File: src/inc/mabi_pkg.sv
// Package for the converter bus interface: constants, modes and carrier types.
package mabi_pkg;

  // Clock rate and conversion timing.
  localparam int CLK_MHZ = 100;
  localparam int CONV_TIME_US = 40;
  // Longest time expressed in whole clock cycles.
  localparam int CONV_CYCLES = CONV_TIME_US * CLK_MHZ;
  // Successive approximation steps, one per result bit.
  localparam int RESULT_BITS = 8;
  localparam int STEP_CYCLES = CONV_CYCLES / RESULT_BITS;
  localparam int CFG_BITS = 5;
  localparam int CHAN_MAX = 8;

  // Field positions in the configuration latch.
  localparam int CFG_POL_BIT = 0;
  localparam int CFG_SE_BIT = 3;
  localparam int CFG_PSEUDO_BIT = 4;

  // Reset values.
  localparam logic [4:0] CFG_RESET = 5'h00;
  localparam logic [7:0] RESULT_RESET = 8'h00;

  // Channel selector codes: 0 is analog ground, 1 to 8 are channels.
  localparam logic [3:0] SEL_GROUND = 4'h0;

  typedef enum logic [1:0] {
    MABI_MODE_DIFF = 2'b00,
    MABI_MODE_SINGLE = 2'b01,
    MABI_MODE_PSEUDO = 2'b11
  } mabi_mode_type;

  // Host strobe group, all active low.
  typedef struct packed {
    logic cs_n;
    logic wr_n;
    logic rd_n;
  } mabi_strobe_type;

  // Decoded input selection.
  typedef struct packed {
    mabi_mode_type mode;
    logic [3:0] pos_sel;
    logic [3:0] neg_sel;
  } mabi_select_type;

endpackage : mabi_pkg

File: src/mabi_bus_interface.sv
// Host-side control of the multiplexed 8-bit converter.
// What this block does
// Configuration bits share low data lines; taken only while read strobe high.
// Conversion starts only on select low with a write or read strobe pulse.
// Done flag stays low while a finished result is unread and no write strobe falls.
// Write strobe falling edge raises done flag and readies new conversion.
// Write rising edge with read high latches configuration, starts conversion.
// Read low across whole write keeps configuration, drives prior result.
// Completion latches result, lowers done flag; conversion within 40 us.
// Select and read low raise done flag and drive the result.
// Host reads no sooner than 600 ns after done flag falls.
// Converts positive minus negative; zero code when positive is lower.
// Bit 3 low pairs; bit 3 high single-ended; bits 3,4 high pseudo.
// Differential pairs one-two, three-four; either may be positive.
// Four-channel single-ended: channels one to four against ground.
// Four-channel pseudo: channels one to three against channel four.
// 256 codes across reference span; one step is reference over 256.
// Select-and-read also restarts conversion with unchanged configuration.
// Host may write immediately after a restarting read.
// Data lines released whenever select or read strobe is high.
// Eight-channel: pseudo uses one to seven, single-ended one to eight.
`timescale 1ns/1ps
module mabi_bus_interface #(
  parameter int CHANNELS = 4 // Channel count, 4 or 8.
) (
  input wire logic clk_i, // System clock, 100 MHz.
  input wire logic sys_rst_i, // Synchronous reset, active high.
  input wire mabi_pkg::mabi_strobe_type strobe_i, // Host select, write, read strobes.
  input wire logic [7:0] parallel_bus_lines_i, // Data lines as seen on the bus.
  output logic [7:0] parallel_bus_lines_o, // Data driven onto the bus.
  output logic parallel_bus_lines_oe_n_o, // Low while driving the data lines.
  output logic result_ready_n_o, // Done flag, low when result unread.
  input wire logic comp_i, // Comparator from analog front end.
  output logic [7:0] trial_code_o, // Trial code for the reference ladder.
  output mabi_pkg::mabi_select_type input_selector_o, // Selected + and - inputs.
  output logic [4:0] channel_cfg_bits_o, // Latched configuration.
  output logic busy_o // Conversion running.
);
  import mabi_pkg::*;

  logic wr_low;
  logic rd_low;
  logic wr_low_q;
  logic rd_low_q;
  logic wr_fall;
  logic wr_rise;
  logic rd_fall;
  logic rd_held;
  logic start;
  logic sar_done;
  logic [7:0] sar_code;
  logic [7:0] out_latch;
  logic [4:0] cfg_latch;
  mabi_select_type next_select;

  // Strobes qualified by select; a strobe without select is ignored.
  assign wr_low = !strobe_i.cs_n && !strobe_i.wr_n;
  assign rd_low = !strobe_i.cs_n && !strobe_i.rd_n;

  // Strobe history for edge detection.
  always_ff @(posedge clk_i) begin
    if (sys_rst_i) begin
      wr_low_q <= 1'b0;
      rd_low_q <= 1'b0;
    end else begin
      wr_low_q <= wr_low;
      rd_low_q <= rd_low;
    end
  end

  assign wr_fall = wr_low && !wr_low_q;
  assign wr_rise = !wr_low && wr_low_q;
  assign rd_fall = rd_low && !rd_low_q;

  // Tracks whether read stayed low through the whole write low period.
  always_ff @(posedge clk_i) begin
    if (sys_rst_i) begin
      rd_held <= 1'b0;
    end else if (wr_fall) begin
      rd_held <= !strobe_i.rd_n;
    end else if (wr_low && strobe_i.rd_n) begin
      rd_held <= 1'b0;
    end
  end

  // A write release or a read starts a new conversion.
  assign start = wr_rise || rd_fall;

  // Configuration latch; data lines count as configuration only with read high.
  always_ff @(posedge clk_i) begin
    if (sys_rst_i) begin
      cfg_latch <= CFG_RESET;
    end else if (wr_rise && strobe_i.rd_n && !rd_held) begin
      cfg_latch <= parallel_bus_lines_i[CFG_BITS-1:0];
    end
  end
  assign channel_cfg_bits_o = cfg_latch;

  // Input decode. Codes for channels beyond the part fall back to ground.
  always_comb begin
    next_select.mode = MABI_MODE_DIFF;
    next_select.pos_sel = SEL_GROUND;
    next_select.neg_sel = SEL_GROUND;
    if (!cfg_latch[CFG_SE_BIT]) begin
      // Adjacent pairs; polarity bit picks the positive member.
      next_select.mode = MABI_MODE_DIFF;
      next_select.pos_sel = {cfg_latch[2:1], 1'b0} + 4'h1 + {3'h0, cfg_latch[CFG_POL_BIT]};
      next_select.neg_sel = {cfg_latch[2:1], 1'b0} + 4'h2 - {3'h0, cfg_latch[CFG_POL_BIT]};
    end else if (!cfg_latch[CFG_PSEUDO_BIT]) begin
      next_select.mode = MABI_MODE_SINGLE;
      next_select.pos_sel = {1'b0, cfg_latch[2:0]} + 4'h1;
      next_select.neg_sel = SEL_GROUND;
    end else begin
      // Last channel is the pseudo-ground and cannot be a positive input.
      next_select.mode = MABI_MODE_PSEUDO;
      next_select.pos_sel = {1'b0, cfg_latch[2:0]} + 4'h1;
      next_select.neg_sel = 4'(CHANNELS);
      if (next_select.pos_sel >= 4'(CHANNELS)) begin
        next_select.pos_sel = SEL_GROUND;
      end
    end
    if (next_select.pos_sel > 4'(CHANNELS) || next_select.neg_sel > 4'(CHANNELS)) begin
      next_select.pos_sel = SEL_GROUND;
      next_select.neg_sel = SEL_GROUND;
    end
  end

  // Selection is registered so the analog side sees steady codes.
  always_ff @(posedge clk_i) begin
    if (sys_rst_i) begin
      input_selector_o <= '0;
    end else begin
      input_selector_o <= next_select;
    end
  end

  // The approximation engine; 256 codes over the reference span.
  mabi_sar_core u_sar (
    .clk_i(clk_i),
    .sys_rst_i(sys_rst_i),
    .start_i(start),
    .abort_i(wr_fall),
    .comp_i(comp_i),
    .trial_o(trial_code_o),
    .busy_o(busy_o),
    .done_o(sar_done),
    .code_o(sar_code)
  );

  // Output latch takes the finished code.
  always_ff @(posedge clk_i) begin
    if (sys_rst_i) begin
      out_latch <= RESULT_RESET;
    end else if (sar_done) begin
      out_latch <= sar_code;
    end
  end

  // Done flag: completion sets it low and wins over a same-cycle clear.
  always_ff @(posedge clk_i) begin
    if (sys_rst_i) begin
      result_ready_n_o <= 1'b1;
    end else if (sar_done) begin
      result_ready_n_o <= 1'b0;
    end else if (wr_fall || rd_fall) begin
      result_ready_n_o <= 1'b1;
    end
  end

  // Read drives the result; the bus is released otherwise to avoid contention.
  always_ff @(posedge clk_i) begin
    if (sys_rst_i) begin
      parallel_bus_lines_o <= 8'h00;
      parallel_bus_lines_oe_n_o <= 1'b1;
    end else if (rd_low) begin
      parallel_bus_lines_o <= out_latch;
      parallel_bus_lines_oe_n_o <= 1'b0;
    end else begin
      parallel_bus_lines_o <= 8'h00;
      parallel_bus_lines_oe_n_o <= 1'b1;
    end
  end

endmodule : mabi_bus_interface

File: src/mabi_sar_core.sv
// Successive-approximation sequencer paced by an internal step enable.
`timescale 1ns/1ps
module mabi_sar_core (
  input wire logic clk_i, // System clock.
  input wire logic sys_rst_i, // Synchronous reset, active high.
  input wire logic start_i, // One-cycle pulse that starts a conversion.
  input wire logic abort_i, // One-cycle pulse that cancels a conversion.
  input wire logic comp_i, // Comparator: trial level below difference.
  output logic [7:0] trial_o, // Present trial code for the DAC.
  output logic busy_o, // Conversion in progress.
  output logic done_o, // One-cycle pulse at completion.
  output logic [7:0] code_o // Finished code, valid with done_o.
);
  import mabi_pkg::*;

  logic [$clog2(STEP_CYCLES)-1:0] step_cnt;
  logic [2:0] bit_idx;
  logic step_en;

  // Divider: one enable per approximation step.
  assign step_en = busy_o && (step_cnt == ($clog2(STEP_CYCLES))'(STEP_CYCLES - 1));

  always_ff @(posedge clk_i) begin
    if (sys_rst_i || start_i || !busy_o || step_en) begin
      step_cnt <= '0;
    end else begin
      step_cnt <= step_cnt + 1'b1;
    end
  end

  // Bit-by-bit approximation; a below-negative input leaves every bit cleared.
  always_ff @(posedge clk_i) begin
    if (sys_rst_i || abort_i) begin
      busy_o <= 1'b0;
      bit_idx <= 3'h0;
      trial_o <= 8'h00;
      done_o <= 1'b0;
      code_o <= 8'h00;
    end else if (start_i) begin
      busy_o <= 1'b1;
      bit_idx <= 3'h7;
      trial_o <= 8'h80;
      done_o <= 1'b0;
    end else if (step_en) begin
      logic [7:0] kept;
      kept = comp_i ? trial_o : (trial_o & ~(8'h01 << bit_idx));
      if (bit_idx == 3'h0) begin
        busy_o <= 1'b0;
        done_o <= 1'b1;
        code_o <= kept;
        trial_o <= kept;
      end else begin
        trial_o <= kept | (8'h01 << (bit_idx - 3'h1));
        bit_idx <= bit_idx - 3'h1;
      end
    end else begin
      done_o <= 1'b0;
    end
  end

endmodule : mabi_sar_core

File: config.mk
export PLATFORM = sky130hd
export DESIGN_NAME = mabi_bus_interface
export DESIGN_NICKNAME = d
export VERILOG_FILES = /design/src/inc/mabi_pkg.sv /design/src/mabi_bus_interface.sv /design/src/mabi_sar_core.sv
export SDC_FILE = /design/constraint.sdc
export NUM_CORES = 1
export LEC_CHECK = 0
export ABC_AREA = 0
export BUFFER_PORTS_ARGS = -buffer_cell sky130_fd_sc_hd__buf_2
export CAP_MARGIN = 40
export CORE_MARGIN = 4
export CORE_UTILIZATION = 55
export DETAILED_ROUTE_END_ITERATION = 6
export GPL_ROUTABILITY_DRIVEN = 0
export PLACE_DENSITY = 0.77
export SYNTH_ARGS = -nofsm -noshare
export SYNTH_HDL_FRONTEND = slang
export SYNTH_SLANG_ARGS = --single-unit
File: constraint.sdc
create_clock -name clk_i -period 2.4 [get_ports clk_i]
set_input_delay 0.48 -clock clk_i [delete_from_list [all_inputs] [get_ports clk_i]]
set_output_delay 0.48 -clock clk_i [all_outputs]
set_load 0.02 [all_outputs]
# Yosys cells after proc, flatten, opt, wreduce, memory -nomap -nowiden
# Cells that the tools add are included.
# word_totals
ff_bits	66
output_inout_bits	34
# classes
eq_ne	2
bitwise_logic	7
add_sub_neg	7
magnitude_cmp	3
mux	18
reduce_logical	37
shift	2
# op_table
operator	count
8-bit two-way mux	5
1-bit by 3-bit << shifter with 8-bit output (first input constant)	2
10-bit two-way mux	1
9-bit by 1-bit adder with 9-bit output (second input constant)	1
9-bit equality test (second input constant)	1
1-bit logical AND	9
3-bit two-way mux	3
3-bit by 1-bit adder with 4-bit output (second input constant)	2
8-bit bitwise AND	1
4-bit by 3-bit greater-than comparator with 1-bit output (second input constant)	2
1-bit logical NOT	8
1-bit two-way mux	8
8-bit NOT	1
8-bit bitwise OR	1
2-bit nonzero test	4
2-bit OR reduction	4
1-bit logical OR	7
3-bit by 2-bit adder with 4-bit output (second input constant)	1
4-bit by 1-bit adder with 4-bit output	1
4-bit by 3-bit greater-or-equal comparator with 1-bit output (second input constant)	1
4-bit two-way mux	1
1-bit NOT	4
2-bit AND reduction	2
4-bit by 1-bit subtractor with 4-bit output	1
other kinds (5)	5

# Logic depth before layout (Yosys ltp)
# depth
word_depth	8
ltp_mapped	7

# Modules after synthesis
# From an unflattened synthesis, not the netlist that was laid out.
# unflattened
hier_cells	293
area_unflattened_um2	2777.7
# modules_own_cells
module	instances	seq_area_each_um2	area_each_um2	cells_per_inst
mabi_sar_core	1	600.6	1488.9	170
mabi_bus_interface	1	720.7	1288.7	123

# Worst setup path before layout
# Ideal clock, no wire load.
# synth_path
path_type	reg-to-reg
from	reg cfg_latch[0], in the netlist channel_cfg_bits_o[0]
to	reg input_selector_o[4] in the netlist's numbering
setup_time_ps	91
arrival_ps	1631
stages_incl_launch_ff	6
n_path_buf	0
path_slack_ps	677
synth_period_minus_slack_ps	1723
path_cell_list	dfxtp_1 inv_1 ha_1 a22oi_1 a221o_1 a311oi_1
# synth_via
elab_chain_cells	8
elab_cells_between_ends	11
classes_between	add/sub (3); order compare (3); mux (3); reduce/logical (2)
# synth_lines
element	line	source
start: declaration	mabi_bus_interface.sv:53	logic [4:0] cfg_latch;
start signal: assignment	mabi_bus_interface.sv:94	cfg_latch <= parallel_bus_lines_i[CFG_BITS-1:0];
3-bit by 1-bit adder with 4-bit output	mabi_bus_interface.sv:111, mabi_bus_interface.sv:116	
4-bit by 3-bit greater-or-equal comparator with 1-bit output	mabi_bus_interface.sv:118	if (next_select.pos_sel >= 4'(CHANNELS)) begin
4-bit two-way mux	mabi_bus_interface.sv:118	
10-bit two-way mux	mabi_bus_interface.sv:109	end else if (!cfg_latch[CFG_PSEUDO_BIT]) begin
8-bit two-way mux *	mabi_bus_interface.sv:104	if (!cfg_latch[CFG_SE_BIT]) begin
4-bit by 3-bit greater-than comparator with 1-bit output	mabi_bus_interface.sv:122	if (next_select.pos_sel > 4'(CHANNELS) || next_select.neg_sel > 4'(CHANNELS)) begin
1-bit logical OR	mabi_bus_interface.sv:122	
2-bit OR reduction (no source line)	--	
end signal: assignment	mabi_bus_interface.sv:133	input_selector_o <= next_select;
end: declaration	mabi_bus_interface.sv:35	output mabi_pkg::mabi_select_type input_selector_o,
# Mark *: on every way between the ends. The rest lies on a longest branch, timed or not.
# A chain may end at the register's enable or synchronous reset.

# Worst setup path in the final report
# layout_path
from	reg u_sar.step_cnt[0]
to	reg u_sar.trial_o[7]
# layout_via
elab_chain_cells	3
# layout_lines
element	line	source
start: declaration	mabi_sar_core.sv:16	logic [$clog2(STEP_CYCLES)-1:0] step_cnt;
start signal: assignment	mabi_sar_core.sv:27	step_cnt <= step_cnt + 1'b1;
9-bit equality test	mabi_sar_core.sv:21	assign step_en = busy_o && (step_cnt == ($clog2(STEP_CYCLES))'(STEP_CYCLES - 1));
1-bit logical AND	mabi_sar_core.sv:21	
2-bit nonzero test (no source line)	--	
end signal: assignment	mabi_sar_core.sv:51	trial_o <= kept;
end signal: assignment	mabi_sar_core.sv:53	trial_o <= kept | (8'h01 << (bit_idx - 3'h1));
end: declaration	mabi_sar_core.sv:9	output logic [7:0] trial_o,
# No other way between the ends.

==> results.yml <==
status:
  status: "complete, no violations"
routing:
  drt_iter0_drc: 84
  wl_per_cell_um: 13.1
  drc: 0
  routed_wl_mm: 5.28
  postRouteAntennaNets: 0
  vias: 2140
  firstDrtPassIters: 5
  via_per_inst: 5.30
worst_setup_path:
  path_cells: "ha_1 -> nand4_1 -> or3_1 -> nor4_2 -> nor3_1"
  crit_type: "reg2reg"
  rr_worst_depth: 5
  slowest_stage: "or3_1"
  crit_path_start_kind: "flop"
  worstSetupEndpointType: "flop"
  max_stage_delay_ns: 0.64
  critPathRequiredTime_ns: 2.62
  r2r_end: "u_sar.trial_o[7]$_SDFFE_PP0P_"
  cp_max_fo: 18
  r2r-start: "u_sar.step_cnt[0]$_SDFF_PP0_"
  r2r_setup_slack_ns: 0.35
  cp.arrival_ns: 2.27
yosys:
  ys_seq_area_share_pct: 48.9
  avgSynthCellArea_um2: 9.42
  synth_area_leader_cell: "dfxtp_1"
  synth_cell_types: 47
  netlist_area_um2: 2700
  synth_top_area_share_pct: 48.9
  synth_fp_nets: 311
  ys_ff_latch: 66
  yosys-top-cells-area: "dfxtp_1, mux2i_1, ha_1"
  synth_cells: 287
  yosys_warnings: 0
  synth_edf_count: 0
  synthArstFlopShare_pct: 0
  synthFlopType: "dfxtp_1"
cells_and_area:
  area_delta_synth_final_pct: 17.1
  final_cell_mix: "dfxtp_1, buf_2, nor2_1"
  n_antenna_cell: 0
  layout-drive-gt1-share_pct: 20.5
  layout_commonest_cell: "dfxtp_1"
  fin_nets: 356
place:
  place.port_buffers: 44
  place_ws_ns: 0.373
  place_hpwl_mm: 3.63
cts:
  numCtsBuffers: 9
  cts_max_level: 3
  cts_tree: "done"
  clock-sinks: 66
  cts_hold_buf: 0
  clk_latency_ns: 0.33
  cts_root_buf: "clkbuf_8"
  clockBufferDepth: 2
  cts_resized: 0
  clk_pin_slew_ns: 0.07
  cts_setup_buffers: 0
global_routing:
  grt_usage_pct: 18.5
  grt_antenna_before_repair: 0
  grt-ovfl-total: 0
  grt_pass1_vias: 1952
  grt_max_degree: 25
  grt_first_pass_wirelength_mm: 8.96
power_and_ir_drop:
  ir_drop_mv: 0.641
  power_density_nw_per_um2: 698
  p_leak_nw: 1.26
floorplanning:
  die_area_um2: 6100
  core-area_um2: 4750
  dieWidth_um: 78.1
  io_pins: 48
  start_util_pct: 56.9
  dieHeight_um: 78.1
  rows: 25
timing:
  fin_crit_ns: 2.05
  worstMarginPinSlew_ns: 0.638
  setup_viol: 0
  skew_ns: 0.00590
  hold_ws_ns: 0.389
  finalMaxSlewViolations: 0
  hold_viol: 0
  fin_ws_ns: 0.350
  fin_setup_tns_ns: 0
  rsz0062_at_grt: "no"
  post-route-period-util_pct: 85.4
  max_slew_margin_pct: 57.4
  max_freq_mhz: 488
worst_hold_path:
  min_path_cells: 3
  hold_path.class: "in2reg"
  min_to: "channel_cfg_bits_o[2]$_SDFFE_PP0P_"
  hold_start: "parallel_bus_lines_i[2]"
run:
  cap_violations: 0
==> state kept, by name, summed over array words and instances, names as in the netlist <==
register	count
channel_cfg_bits_o	5
input_selector_o	10
out_latch	8
parallel_bus_lines_o	8
parallel_bus_lines_oe_n_o	1
rd_held	1
rd_low_q	1
result_ready_n_o	1
u_sar.bit_idx	3
u_sar.busy_o	1
u_sar.code_o	8
u_sar.done_o	1
u_sar.step_cnt	9
u_sar.trial_o	8
wr_low_q	1
==> cell usage after synthesis (2+ instances only) <==
cell type,count
xnor2_1,6
or3_1,2
nand4_1,9
o21ai_1,10
a21boi_0,2
mux2i_1,14
ha_1,10
a21oi_1,18
buf_2,3
clkbuf_1,6
a221oi_1,2
xor2_1,2
o21ai_0,11
nor2_1,33
dfxtp_1,66
nand3_1,9
o21bai_1,2
nor4_2,2
nor3b_1,2
nor2b_1,3
a311oi_1,2
and2_1,10
a211oi_1,2
a21o_1,2
nand2_1,14
inv_1,7
nand2b_1,6
nor3_1,13
==> through the flow <==
stage	instance area [µm²]	instances	power [mW]	util (%)
6_report	3170	404	2.21	66.6
4_1_cts	3170	404	2.23	66.6
3_3_place_gp	2960	388	1.30	62.3
3_5_place_dp	2960	388	1.30	62.3
5_1_grt	3170	404	2.31	66.6
2_1_floorplan	2700	287	1.26	-
==> final cells by class <==
type / count / area, µm²
inverters: 7 / 26.3
flip-flops and latches: 66 / 1320
repair buffers: 46 / 235
multi-input cells: 202 / 1300
fillers: 437 / 1590
well taps: 67 / 83.8
clock buffers: 10 / 138
clock inverters: 6 / 65.1
==> cell families (layout without fill, tap and decap cells) <==
| family | count (synthesis) | in the layout | share of synthesized area (%) |
|---|---|---|---|
| XOR/XNOR | 8 | 8 | 2.59 |
| multiplexers | 14 | 14 | 5.18 |
| other | 1 | 1 | 0.139 |
| flip-flops | 66 | 66 | 48.9 |
| AND/OR/NAND/NOR | 110 | 110 | 22.2 |
| AO/OA/AOI/OAI | 59 | 59 | 13.2 |
| adder cells (fa/ha/maj) | 10 | 10 | 4.63 |
| buffers and inverters | 19 | 69 | 3.19 |
==> routing by layer <==
metal	global-route usage [%]	wire length (µm)	vias to the layer above	part of all wire [%]
li1	-	-	1102	-
met1	23.3	2360	981	45
met2	29.0	2590	53	49
met3	5.39	269	4	5.1
met4	9.27	55	0	1.0
met5	0	0	-	0
==> worst max-delay path by stage <==
| stage | from | end | slack (ns) | depth (start not counted) |
|---|---|---|---|---|
| 6_report | u_sar.step_cnt[0]$_SDFF_PP0_ | u_sar.trial_o[7]$_SDFFE_PP0P_ | 0.35 | 5 |
| 5_1_grt | u_sar.bit_idx[0]$_SDFFE_PP0P_ | u_sar.code_o[7]$_SDFFE_PP0P_ | 0.19 | 6 |
| 4_1_cts | u_sar.step_cnt[0]$_SDFF_PP0_ | u_sar.trial_o[7]$_SDFFE_PP0P_ | 0.36 | 5 |
| 3_5_place_dp | u_sar.step_cnt[0]$_SDFF_PP0_ | u_sar.trial_o[7]$_SDFFE_PP0P_ | 0.37 | 5 |
| 3_3_place_gp | u_sar.step_cnt[0]$_SDFF_PP0_ | u_sar.trial_o[7]$_SDFFE_PP0P_ | 0.40 | 5 |
| 2_1_floorplan | channel_cfg_bits_o[0]$_SDFFE_PP0P_ | input_selector_o[4]$_SDFF_PP0_ | 0.68 | 5 |
==> worst max-delay path: cells and delay by family (launching register included) <==
family                   cells  cell delay [ns]
AND/OR/NAND/NOR              4             1.30
adder cells (fa/ha/maj)      1             0.26
flip-flops                   1             0.38
==> report_power, final <==
part           total (mW)  leakage (nW)  switching (mW)  internal (mW)
clock               0.929         0.103           0.420          0.509
sequential           1.13         0.535          0.0179           1.11
combinational       0.152         0.619           0.100         0.0514
Power figures use the tool's default switching activity.
